[config.mk]
export PLATFORM = sky130hd
export DESIGN_NAME = mrsc_reset_ctrl
export DESIGN_NICKNAME = d
export VERILOG_FILES = /design/src/hw/mrsc_pkg.sv /design/src/hw/mrsc_tmr_if.sv /design/src/hw/mrsc_tick_timer.sv /design/src/hw/mrsc_reset_ctrl.sv
export SDC_FILE = /design/constraint.sdc
export NUM_CORES = 1
export LEC_CHECK = 0
export BUFFER_PORTS_ARGS = -buffer_cell sky130_fd_sc_hd__buf_2
export CAP_MARGIN = 20
export CORE_MARGIN = 3
export CORE_UTILIZATION = 25
export CTS_CLUSTER_SIZE = 16
export DETAILED_ROUTE_END_ITERATION = 10
export PLACE_DENSITY = 0.47
export SYNTH_ARGS = -nofsm -noshare
export SYNTH_HDL_FRONTEND = slang
export SYNTH_SLANG_ARGS = --single-unit
[constraint.sdc]
create_clock -name CLK -period 2.65 [get_ports CLK]
set_clock_uncertainty 0.15 [all_clocks]
set_input_delay 0 -clock CLK [delete_from_list [all_inputs] [get_ports CLK]]
set_output_delay 0 -clock CLK [all_outputs]
set_load 0.02 [all_outputs]
[src/hw/mrsc_pkg.sv]
// constants, register map and types shared by the reset sequencer files
package mrsc_pkg;

  // ********************************************************************
  // clocking and start-up timing
  // ********************************************************************
  localparam longint unsigned CLK_HZ         = 100_000_000;
  localparam longint unsigned SLOW_RC_HZ     = 32_000;
  localparam longint unsigned US_PER_S       = 1_000_000;
  localparam longint unsigned STARTUP_PIN_US = 16_700;  // 16.7 ms after pin, por and watchdog
  localparam longint unsigned STARTUP_LVR_US = 50_000;  // 50 ms after an undervoltage reset
  localparam int              DIV_W          = 12;
  localparam int              TICK_W         = 11;

  // system clocks per slow rc period, the slow rate is an enable pulse
  localparam logic [DIV_W-1:0]  SLOW_RC_DIV_D   = DIV_W'(CLK_HZ / SLOW_RC_HZ);
  // least times round up to whole slow rc periods
  localparam logic [TICK_W-1:0] STARTUP_PIN_D   =
    TICK_W'((STARTUP_PIN_US * SLOW_RC_HZ + US_PER_S - 1) / US_PER_S);
  localparam logic [TICK_W-1:0] STARTUP_LVR_D   =
    TICK_W'((STARTUP_LVR_US * SLOW_RC_HZ + US_PER_S - 1) / US_PER_S);
  localparam logic [TICK_W-1:0] UV_MIN_TICKS_D  = 11'h004;  // undervoltage_min_duration
  localparam logic [TICK_W-1:0] FIRE_TICKS      = 11'h002;  // 2~3 slow periods, low end taken
  localparam logic [TICK_W-1:0] ONE_TICK        = 11'h001;

  // ********************************************************************
  // register map, byte addresses on the avalon slave
  // ********************************************************************
  localparam int              ADDR_W       = 5;
  localparam logic [ADDR_W-1:0] ADR_PINSEL = 5'h00;  // reset_pin_select
  localparam logic [ADDR_W-1:0] ADR_SYSTEM_MODE_CONTROL_1  = 5'h04;  // system_mode_control_1
  localparam logic [ADDR_W-1:0] ADR_IRQ_ST = 5'h08;
  localparam logic [ADDR_W-1:0] ADR_IRQ_MK = 5'h0C;
  localparam logic [ADDR_W-1:0] ADR_CAUSE  = 5'h10;

  localparam logic [7:0] PINSEL_GPIO  = 8'h55;
  localparam logic [7:0] PINSEL_RESET = 8'hAA;
  localparam logic [7:0] PINSEL_POR   = 8'h55;

  localparam int SM_SYSKEEP = 7;
  localparam int SM_RSVD    = 3;
  localparam int SM_UVF     = 2;
  localparam int SM_WRF     = 0;

  localparam logic [4:0] WDT_EN_ON  = 5'h0A;
  localparam logic [4:0] WDT_EN_OFF = 5'h15;

  localparam int IRQ_PIN  = 0;
  localparam int IRQ_UV   = 1;
  localparam int IRQ_WDTO = 2;
  localparam int IRQ_WCTL = 3;
  localparam int IRQ_RUN  = 4;
  localparam int IRQ_W    = 5;

  localparam int CA_TO    = 0;  // cause register: timeout_flag
  localparam int CA_KIND  = 4;  // cause register: last reset kind, 3 bits
  localparam int CA_STATE = 8;  // cause register: sequencer state, 2 bits

  typedef enum logic [1:0] {ST_RESET, ST_DELAY, ST_RUN} mrsc_state_t;
  typedef enum logic [2:0] {K_POR, K_PIN, K_UV, K_WDTO, K_WCTL} mrsc_kind_t;

endpackage : mrsc_pkg

[src/hw/mrsc_tmr_if.sv]
// interface between the sequencer and one slow-tick timer
interface mrsc_tmr_if
  import mrsc_pkg::*;
  ();
  logic              clear;  // held high keeps the timer at zero
  logic              tick;   // slow rc enable pulse
  logic [TICK_W-1:0] limit;  // periods to count, at least one
  logic              done;   // level, high once limit periods passed
  modport ctrl (output clear, output tick, output limit, input done);
  modport tmr  (input clear, input tick, input limit, output done);
endinterface : mrsc_tmr_if

[src/hw/mrsc_tick_timer.sv]
// counter of slow rc periods with a terminal count and a sticky done level
module mrsc_tick_timer
  import mrsc_pkg::*;
  (
  input wire logic   clk,
  input wire logic   rst,
  mrsc_tmr_if.tmr    t
  );

  logic [TICK_W-1:0] cnt_r;
  logic              done_r;

  // count ticks while not cleared, stop and hold done at the limit
  always_ff @(posedge clk) begin
    if (rst || t.clear) begin
      cnt_r  <= '0;
      done_r <= 1'b0;
    end else if (t.tick && !done_r) begin
      if (cnt_r == t.limit - ONE_TICK) begin
        done_r <= 1'b1;
      end else begin
        cnt_r <= cnt_r + ONE_TICK;
      end
    end
  end

  assign t.done = done_r;

endmodule // mrsc_tick_timer

[src/hw/mrsc_reset_ctrl.sv]
// reset sequencer: reset sources, start-up delays, pin select and flags
// Function
// - power-on reset forces the program counter to zero.
// - power-on reset presets every port data and direction register to ones.
// - shared pin in reset mode driven low resets device and clears counter.
// - pin reset keeps some registers, only power-on gives a cold init.
// - after pin release hold execution for the 16.7 ms start-up delay; the delay starts once the select restore ends the pin reset.
// - pin select 55h gives general io, AAh gives reset input, others forbidden.
// - every reset restores pin select except the watchdog time-out reset.
// - undervoltage reset active in normal and slow, disabled in sleep or idle.
// - undervoltage reset resets device and sets undervoltage flag.
// - undervoltage shorter than the minimum duration is ignored.
// - recognised undervoltage asserts reset within 2~3 slow rc periods.
// - after undervoltage reset apply the 50 ms start-up delay.
// - software clears undervoltage flag by writing zero, writing one ignored.
// - watchdog time-out resets with the 16.7 ms start-up delay and also sets timeout flag.
// - invalid watchdog enable field sets control reset flag, software clears it.
//
// The implementer's own choices: the register offsets and register access over Avalon-MM.
module mrsc_reset_ctrl
  import mrsc_pkg::*;
  #(
  parameter logic [DIV_W-1:0]  SLOW_RC_DIV  = SLOW_RC_DIV_D,
  parameter logic [TICK_W-1:0] STARTUP_PIN  = STARTUP_PIN_D,
  parameter logic [TICK_W-1:0] STARTUP_LVR  = STARTUP_LVR_D,
  parameter logic [TICK_W-1:0] UV_MIN_TICKS = UV_MIN_TICKS_D
  )
  (
  input  wire logic              CLK,
  input  wire logic              SYS_RST,
  input  wire logic              EXT_RESET_N_PIN,
  input  wire logic              UNDERVOLTAGE_DET,
  input  wire logic              SLEEP_IDLE,
  input  wire logic              WDT_TIMEOUT,
  input  wire logic              WDT_FIELD_WR,
  input  wire logic [4:0]        WDT_FIELD_VAL,
  input  wire logic [ADDR_W-1:0] AVS_ADDRESS,
  input  wire logic              AVS_READ,
  input  wire logic              AVS_WRITE,
  input  wire logic [31:0]       AVS_WRITEDATA,
  input  wire logic [3:0]        AVS_BYTEENABLE,
  output logic      [31:0]       AVS_READDATA,
  output logic                   AVS_WAITREQUEST,
  output logic                   CPU_HOLD,
  output logic                   PC_CLEAR,
  output logic                   PORT_PRESET,
  output logic                   COLD_INIT,
  output logic                   TIMEOUT_FLAG,
  output logic                   PIN_RESET_MODE,
  output logic                   PORT_A_BIT7_GPIO,
  output logic                   IDLE_SYSCLK_KEEP,
  output logic                   IRQ
  );

  // ********************************************************************
  // declarations
  // ********************************************************************
  mrsc_state_t       state_r, state_nxt;
  mrsc_kind_t        kind_r, kind_nxt, cause_kind;
  logic [DIV_W-1:0]  div_cnt_r;
  logic              slow_tick_r;
  logic [1:0]        sync1_r, sync2_r;     // bit 0 reset pin, bit 1 undervoltage
  logic              wait_r;
  logic [31:0]       rdata_r;
  logic [7:0]        pinsel_r;
  logic              syskeep_r, rsvd_r, uvf_r, wrf_r, to_r;
  logic              wctl_pend_r;
  logic [IRQ_W-1:0]  irq_st_r, irq_mk_r, irq_ev;
  logic              req, wr_en, rd_take;
  logic              pin_low, uv_live, uv_fire, wctl_fire, wdto_fire;
  logic              cause_any, rst_enter, restore_sel;
  logic [31:0]       rd_mux;

  mrsc_tmr_if u_start_if ();
  mrsc_tmr_if u_uvmin_if ();
  mrsc_tmr_if u_uvfire_if ();
  mrsc_tmr_if u_wfire_if ();

  // ********************************************************************
  // slow rc rate and pin synchronisers
  // ********************************************************************
  // one enable pulse per slow rc period keeps the design on one clock
  always_ff @(posedge CLK) begin
    if (SYS_RST) begin
      div_cnt_r   <= '0;
      slow_tick_r <= 1'b0;
    end else if (div_cnt_r == SLOW_RC_DIV - DIV_W'(1)) begin
      div_cnt_r   <= '0;
      slow_tick_r <= 1'b1;
    end else begin
      div_cnt_r   <= div_cnt_r + DIV_W'(1);
      slow_tick_r <= 1'b0;
    end
  end

  // two flops before anything looks at the pin or the comparator
  always_ff @(posedge CLK) begin
    if (SYS_RST) begin
      sync1_r <= 2'h1;  // pin idles high, no undervoltage
      sync2_r <= 2'h1;
    end else begin
      sync1_r <= {UNDERVOLTAGE_DET, EXT_RESET_N_PIN};
      sync2_r <= sync1_r;
    end
  end

  // ********************************************************************
  // reset sources
  // ********************************************************************
  // the pin only resets while the select register names it as reset input
  assign pin_low = (pinsel_r == PINSEL_RESET) && !sync2_r[0];
  // comparator is ignored in sleep or idle
  assign uv_live = sync2_r[1] && !SLEEP_IDLE;

  // persistence filter: must last beyond the minimum duration
  assign u_uvmin_if.clear = !uv_live;
  assign u_uvmin_if.tick  = slow_tick_r;
  assign u_uvmin_if.limit = UV_MIN_TICKS + ONE_TICK;

  // recognised condition reaches the core two slow periods later
  assign u_uvfire_if.clear = !(u_uvmin_if.done && uv_live);
  assign u_uvfire_if.tick  = slow_tick_r;
  assign u_uvfire_if.limit = FIRE_TICKS;
  assign uv_fire           = u_uvfire_if.done;

  // invalid enable field waits the same two periods before reset
  assign u_wfire_if.clear = !wctl_pend_r;
  assign u_wfire_if.tick  = slow_tick_r;
  assign u_wfire_if.limit = FIRE_TICKS;
  assign wctl_fire        = u_wfire_if.done;

  // time-out only counts as a warm reset while the core runs awake
  assign wdto_fire = WDT_TIMEOUT && (state_r == ST_RUN) && !SLEEP_IDLE;

  // invalid enable field arms a pending reset, cleared once it fires
  always_ff @(posedge CLK) begin
    if (SYS_RST) begin
      wctl_pend_r <= 1'b0;
    end else if (wctl_fire) begin
      wctl_pend_r <= 1'b0;
    end else if (WDT_FIELD_WR && (WDT_FIELD_VAL != WDT_EN_ON)
                 && (WDT_FIELD_VAL != WDT_EN_OFF)) begin
      wctl_pend_r <= 1'b1;
    end
  end

  // priority of simultaneous sources: pin, undervoltage, control, time-out
  always_comb begin
    cause_any  = 1'b1;
    cause_kind = K_PIN;
    if (pin_low) begin
      cause_kind = K_PIN;
    end else if (uv_fire) begin
      cause_kind = K_UV;
    end else if (wctl_fire) begin
      cause_kind = K_WCTL;
    end else if (wdto_fire) begin
      cause_kind = K_WDTO;
    end else begin
      cause_any = 1'b0;
    end
  end

  assign rst_enter   = cause_any && (state_r != ST_RESET);
  assign restore_sel = cause_any && (cause_kind != K_WDTO);

  // ********************************************************************
  // sequencer
  // ********************************************************************
  // start-up timer stays cleared through the whole reset phase
  assign u_start_if.clear = (state_r == ST_RESET);
  assign u_start_if.tick  = slow_tick_r;
  assign u_start_if.limit = (kind_r == K_UV) ? STARTUP_LVR : STARTUP_PIN;

  // a live source holds reset, its release starts the delay
  always_comb begin
    state_nxt = state_r;
    kind_nxt  = kind_r;
    if (cause_any) begin
      state_nxt = ST_RESET;
      kind_nxt  = cause_kind;
    end else begin
      unique case (state_r)
        ST_RESET: state_nxt = ST_DELAY;
        ST_DELAY: if (u_start_if.done) state_nxt = ST_RUN;
        ST_RUN:   state_nxt = ST_RUN;
      endcase
    end
  end

  // power-on reset is the synchronous system reset itself
  always_ff @(posedge CLK) begin
    if (SYS_RST) begin
      state_r <= ST_RESET;
      kind_r  <= K_POR;
    end else begin
      state_r <= state_nxt;
      kind_r  <= kind_nxt;
    end
  end

  // ********************************************************************
  // avalon slave
  // ********************************************************************
  // fixed answer: waitrequest high in the first cycle, low in the second
  assign req     = AVS_READ || AVS_WRITE;
  assign wr_en   = AVS_WRITE && !wait_r && AVS_BYTEENABLE[0];
  assign rd_take = AVS_READ && wait_r;

  always_ff @(posedge CLK) begin
    if (SYS_RST) begin
      wait_r <= 1'b1;
    end else begin
      wait_r <= !(req && wait_r);
    end
  end

  // unmapped addresses read as zero and ignore writes
  always_comb begin
    rd_mux = '0;
    unique case (AVS_ADDRESS)
      ADR_PINSEL: rd_mux[7:0] = pinsel_r;
      ADR_SYSTEM_MODE_CONTROL_1: begin
        rd_mux[SM_SYSKEEP] = syskeep_r;
        rd_mux[SM_RSVD]    = rsvd_r;
        rd_mux[SM_UVF]     = uvf_r;
        rd_mux[SM_WRF]     = wrf_r;
      end
      ADR_IRQ_ST: rd_mux[IRQ_W-1:0] = irq_st_r;
      ADR_IRQ_MK: rd_mux[IRQ_W-1:0] = irq_mk_r;
      ADR_CAUSE: begin
        rd_mux[CA_TO]              = to_r;
        rd_mux[CA_KIND+:3]         = kind_r;
        rd_mux[CA_STATE+:2]        = state_r;
      end
      default: rd_mux = '0;
    endcase
  end

  // read data sampled on the first cycle so they stand on the answer
  always_ff @(posedge CLK) begin
    if (SYS_RST) begin
      rdata_r <= 32'h0000_0000;
    end else if (rd_take) begin
      rdata_r <= rd_mux;
    end
  end

  // ********************************************************************
  // registers
  // ********************************************************************
  // any byte may be stored; only 55h and AAh give the pin a function
  always_ff @(posedge CLK) begin
    if (SYS_RST) begin
      pinsel_r <= PINSEL_POR;
    end else if (restore_sel) begin
      pinsel_r <= PINSEL_POR;
    end else if (wr_en && AVS_ADDRESS == ADR_PINSEL) begin
      pinsel_r <= AVS_WRITEDATA[7:0];
    end
  end

  // plain read/write bits of the mode register
  always_ff @(posedge CLK) begin
    if (SYS_RST) begin
      syskeep_r <= 1'b0;
      rsvd_r    <= 1'b0;
    end else if (wr_en && AVS_ADDRESS == ADR_SYSTEM_MODE_CONTROL_1) begin
      syskeep_r <= AVS_WRITEDATA[SM_SYSKEEP];
      rsvd_r    <= AVS_WRITEDATA[SM_RSVD];
    end
  end

  // hardware set beats a software clear in the same cycle
  always_ff @(posedge CLK) begin
    if (SYS_RST) begin
      uvf_r <= 1'b0;
      wrf_r <= 1'b0;
    end else begin
      if (rst_enter && cause_kind == K_UV) begin
        uvf_r <= 1'b1;
      end else if (wr_en && AVS_ADDRESS == ADR_SYSTEM_MODE_CONTROL_1 && !AVS_WRITEDATA[SM_UVF]) begin
        uvf_r <= 1'b0;
      end
      if (wctl_fire) begin
        wrf_r <= 1'b1;
      end else if (wr_en && AVS_ADDRESS == ADR_SYSTEM_MODE_CONTROL_1 && !AVS_WRITEDATA[SM_WRF]) begin
        wrf_r <= 1'b0;
      end
    end
  end

  // timeout flag survives warm resets, write zero clears it
  always_ff @(posedge CLK) begin
    if (SYS_RST) begin
      to_r <= 1'b0;
    end else if (wdto_fire) begin
      to_r <= 1'b1;
    end else if (wr_en && AVS_ADDRESS == ADR_CAUSE && !AVS_WRITEDATA[CA_TO]) begin
      to_r <= 1'b0;
    end
  end

  // ********************************************************************
  // interrupts
  // ********************************************************************
  always_comb begin
    irq_ev           = '0;
    irq_ev[IRQ_PIN]  = rst_enter && cause_kind == K_PIN;
    irq_ev[IRQ_UV]   = rst_enter && cause_kind == K_UV;
    irq_ev[IRQ_WDTO] = rst_enter && cause_kind == K_WDTO;
    irq_ev[IRQ_WCTL] = rst_enter && cause_kind == K_WCTL;
    irq_ev[IRQ_RUN]  = state_r == ST_DELAY && state_nxt == ST_RUN;
  end

  // sticky status, write one clears, new events win over the clear
  always_ff @(posedge CLK) begin
    if (SYS_RST) begin
      irq_st_r <= '0;
    end else if (wr_en && AVS_ADDRESS == ADR_IRQ_ST) begin
      irq_st_r <= (irq_st_r & ~AVS_WRITEDATA[IRQ_W-1:0]) | irq_ev;
    end else begin
      irq_st_r <= irq_st_r | irq_ev;
    end
  end

  always_ff @(posedge CLK) begin
    if (SYS_RST) begin
      irq_mk_r <= '0;
    end else if (wr_en && AVS_ADDRESS == ADR_IRQ_MK) begin
      irq_mk_r <= AVS_WRITEDATA[IRQ_W-1:0];
    end
  end

  // ********************************************************************
  // timers and outputs
  // ********************************************************************
  mrsc_tick_timer u_start (.clk(CLK), .rst(SYS_RST), .t(u_start_if));
  mrsc_tick_timer u_uvmin (.clk(CLK), .rst(SYS_RST), .t(u_uvmin_if));
  mrsc_tick_timer u_uvfire (.clk(CLK), .rst(SYS_RST), .t(u_uvfire_if));
  mrsc_tick_timer u_wfire (.clk(CLK), .rst(SYS_RST), .t(u_wfire_if));

  // core controls lag the sequencer state by one cycle, all from flops
  always_ff @(posedge CLK) begin
    if (SYS_RST) begin
      CPU_HOLD    <= 1'b1;
      PC_CLEAR    <= 1'b1;
      PORT_PRESET <= 1'b1;
      COLD_INIT   <= 1'b1;
    end else begin
      CPU_HOLD    <= state_r != ST_RUN;
      PC_CLEAR    <= state_r == ST_RESET;
      PORT_PRESET <= state_r == ST_RESET;
      COLD_INIT   <= state_r == ST_RESET && kind_r == K_POR;
    end
  end

  // mirrors of register state for the rest of the chip
  always_ff @(posedge CLK) begin
    if (SYS_RST) begin
      TIMEOUT_FLAG     <= 1'b0;
      PIN_RESET_MODE   <= 1'b0;
      PORT_A_BIT7_GPIO <= 1'b0;
      IDLE_SYSCLK_KEEP <= 1'b0;
      IRQ              <= 1'b0;
      AVS_WAITREQUEST  <= 1'b1;
    end else begin
      TIMEOUT_FLAG     <= to_r;
      PIN_RESET_MODE   <= pinsel_r == PINSEL_RESET;
      PORT_A_BIT7_GPIO <= pinsel_r == PINSEL_GPIO;
      IDLE_SYSCLK_KEEP <= syskeep_r;
      IRQ              <= |(irq_st_r & irq_mk_r);
      AVS_WAITREQUEST  <= !(req && wait_r);
    end
  end

  assign AVS_READDATA = rdata_r;

endmodule // mrsc_reset_ctrl

==> run summary <==
Final ANT Viol Nets: 0
I/O pin count: 97
Yosys warning total: 0
Tightest Hold Check Type: primary input to flip-flop
WL final: 12.7 mm
leakage power: 2.54 nW
EDFF count, synth: 0
number of synthesized register bits: 113
post-cts resize count: 0
Area Growth Syn to Fin: 23.9%
Storage cell area: 2260 um2
asr flop ratio synth: 0
Period minus WS final: 2.03 ns
Arr. time, crit path: 2.23 ns
root buffer cell: clkbuf_16
share of the synthesized area in the top cell type: 0.424
grt ovf: 0
initial DRC count: 264
peak fanout along the critical path: 10
area of the multi-input gates: 2770 um2
status: complete, no violations
final hold vios: 0
total negative slack: 0 ns
met3 Use GR: 0.0267
Setup CP Type: primary input to flip-flop
TritonCTS Buffers: 17
postcts setup bufs: 0
Vias/cell: 4.58
Pre-antenna DRT Iters: 4
cell chain of the critical path: dlygate4sd3_1 > buf_2 > or4b_4 > dlygate4sd3_1 > o221ai_1 > o21ai_0 > nor2_1
Clock Path Buffers: 2
CP max stage cell: dlygate4sd3_1
Power Total: 4.32 mW
die height: 152 um
Clk Latency, worst-skew pair: 0.41 ns
Slew HR: 0.467
cell with the most instances after synthesis: dfxtp_1
crit-path max cell delay: 0.57 ns
# fillers: 2175
antenna violations before repair: 0
pin count of the biggest net entering global routing: 22
routed via count: 4388
Netlist cell types: 61
port bufs: 47
GRT Max-Usage Layer: met2
maximum clock frequency: 492 MHz
clk sinks: 113
met1 Usage GRT: 0.145
Worst setup EP type: flip-flop
H-tree depth reported by CTS: 4
CP dominant cell by count: dlygate4sd3_1
ranking of synthesized cells by area: dfxtp_1 (42%), nor2_1 (5.1%), mux2i_1 (3.9%)
Antenna Cells: 0
Detail Placement HPWL: 8.91 mm
vias in the first global route: 4275
routability cong.: 0.752
Synth Instances: 604
Final Slew Violations: 0
Top FF cell, synth: dfxtp_1
first-pass GRT wire length: 21.5 mm
CP Data Required Time: 2.85 ns
sequential element share of the synthesized area: 0.424
DRC viols: 0
share of layout cells above drive strength 1: 0.147
synthesized cell area: 5340 um2
die footprint: 23100 um2
Slew @ Worst Pin: 0.792 ns
met2 usage: 0.177
clock transition at the registers of the reported paths: 0.06 ns
leading area contributor after synthesis: dfxtp_1
unrepaired setup endpoints after global routing: false
startpoint types: primary input
Max-Cap Viols: 0
GRT Total Usage: 0.111
row count: 52
final setup fails: 0
cell area power density: 654 nW/um2
synth cell count leaders: dfxtp_1 (113), nor2_1 (73), nand2_1 (41)
CTS tree: built
fin crit share: 0.767
drt wl/cell: 13.2 um
Core Area: 20600 um2
Die Wd: 152 um
initial core utilization: 0.259
nets@finish: 743
Avg Cell Area, Syn: 8.84 um2
peak supply drop: 438 uV
state kept, by name, indices dropped and copies added, names as in the netlist, 2 cells and up:
signal and flops:
AVS_READDATA 10, div_cnt_r 12, irq_mk_r 5, irq_st_r 5, kind_r 3, pinsel_r 8
state_r 2, sync1_r 2, sync2_r 2, u_start.cnt_r 11, u_uvfire.cnt_r 11, u_uvmin.cnt_r 11
u_wfire.cnt_r 11
cell families (layout without fill, tap and decap cells):
logic type               Yosys count  after routing  share of synthesized area
AO/OA/AOI/OAI                     85             85                      0.105
XOR/XNOR                          33             33                     0.0541
adder cells (fa/ha/maj)           12             12                     0.0281
buffers and inverters             74            138                     0.0729
flip-flops                       113            113                      0.424
multiplexers                      26             26                     0.0520
other                              1             22                   0.000702
AND/OR/NAND/NOR                  260            260                      0.263
routing by layer:
metal | vias to the layer above | routed length [um]
li1 | 2255 | -
met1 | 2045 | 6270
met2 | 66 | 5790
met3 | 22 | 393
met4 | 0 | 240
met5 | - | 0
through the flow:
step / util / hold WS [ns] / setup WS [ns] / instance area [um2] / instances
floorplan: - / -0.0462 / 0.743 / 5420 / 625
global placement: 0.279 / 0.0393 / 0.668 / 5760 / 903
detailed placement: 0.279 / 0.0365 / 0.653 / 5760 / 903
CTS: 0.321 / 0.00849 / 0.632 / 6620 / 959
global route: 0.321 / 0.0514 / 0.444 / 6620 / 959
finish: 0.321 / 0.00968 / 0.617 / 6620 / 959
layout make-up:
type                       instances  share of cell area
timing repair buffer              77              0.0787
multi-input combinational        438               0.418
sequential                       113               0.342
clock inverter                    15              0.0291
inverter                          29              0.0165
tap                              270              0.0511
clock buffer                      17              0.0643
power by group:
part / internal (mW) / switching [mW]
logic: 0.0751 / 0.130
clock network: 1.56 / 0.827
registers: 1.72 / 0.0109
final timing paths:
| kind | start | endpoint | slack [ns] | depth (start not counted) |
|---|---|---|---|---|
| max | AVS_ADDRESS[4] | AVS_READDATA[4] | 0.62 | 7 |
| min | WDT_TIMEOUT | irq_st_r[2] | 0.01 | 3 |
| max reg2reg | AVS_WAITREQUEST | pinsel_r[6] | 0.65 | 4 |
| min reg2reg | sync1_r[0] | sync2_r[0] | 0.26 | 1 |
critical path, delay by kind of cell:
| family | cells | cell delay [ns] |
|---|---|---|
| AOI/OAI and AO/OA | 2 | 0.30 |
| buffers and inverters | 3 | 1.31 |
| and+or+nand+nor | 2 | 0.61 |
placed cells by master, fill, tap and decap left out, types with 6 or more instances in the layout:
cell	count
and4_1	10
or3_1	10
nand2_1	41
nand3_1	22
nand3b_1	6
or4_1	6
clkinv_2	6
and2_1	6
nand2b_1	6
xor2_1	22
a21oi_1	29
dfxtp_1	113
nor2b_1	6
xnor2_1	11
conb_1	22
nor3_1	16
nand4_1	22
dlygate4sd3_1	24
buf_4	6
nor4_1	12
o21ai_0	14
inv_1	29
mux2i_1	21
nor2_1	73
clkbuf_16	17
ha_1	12
buf_2	47
repair_timing:
action | 4_1_cts | 5_1_grt
hold buffers | 24 | 0
setup endpoints to repair | 0 | 0
hold endpoints to repair | 43 | 0
(Power assumes the default switching activity.)
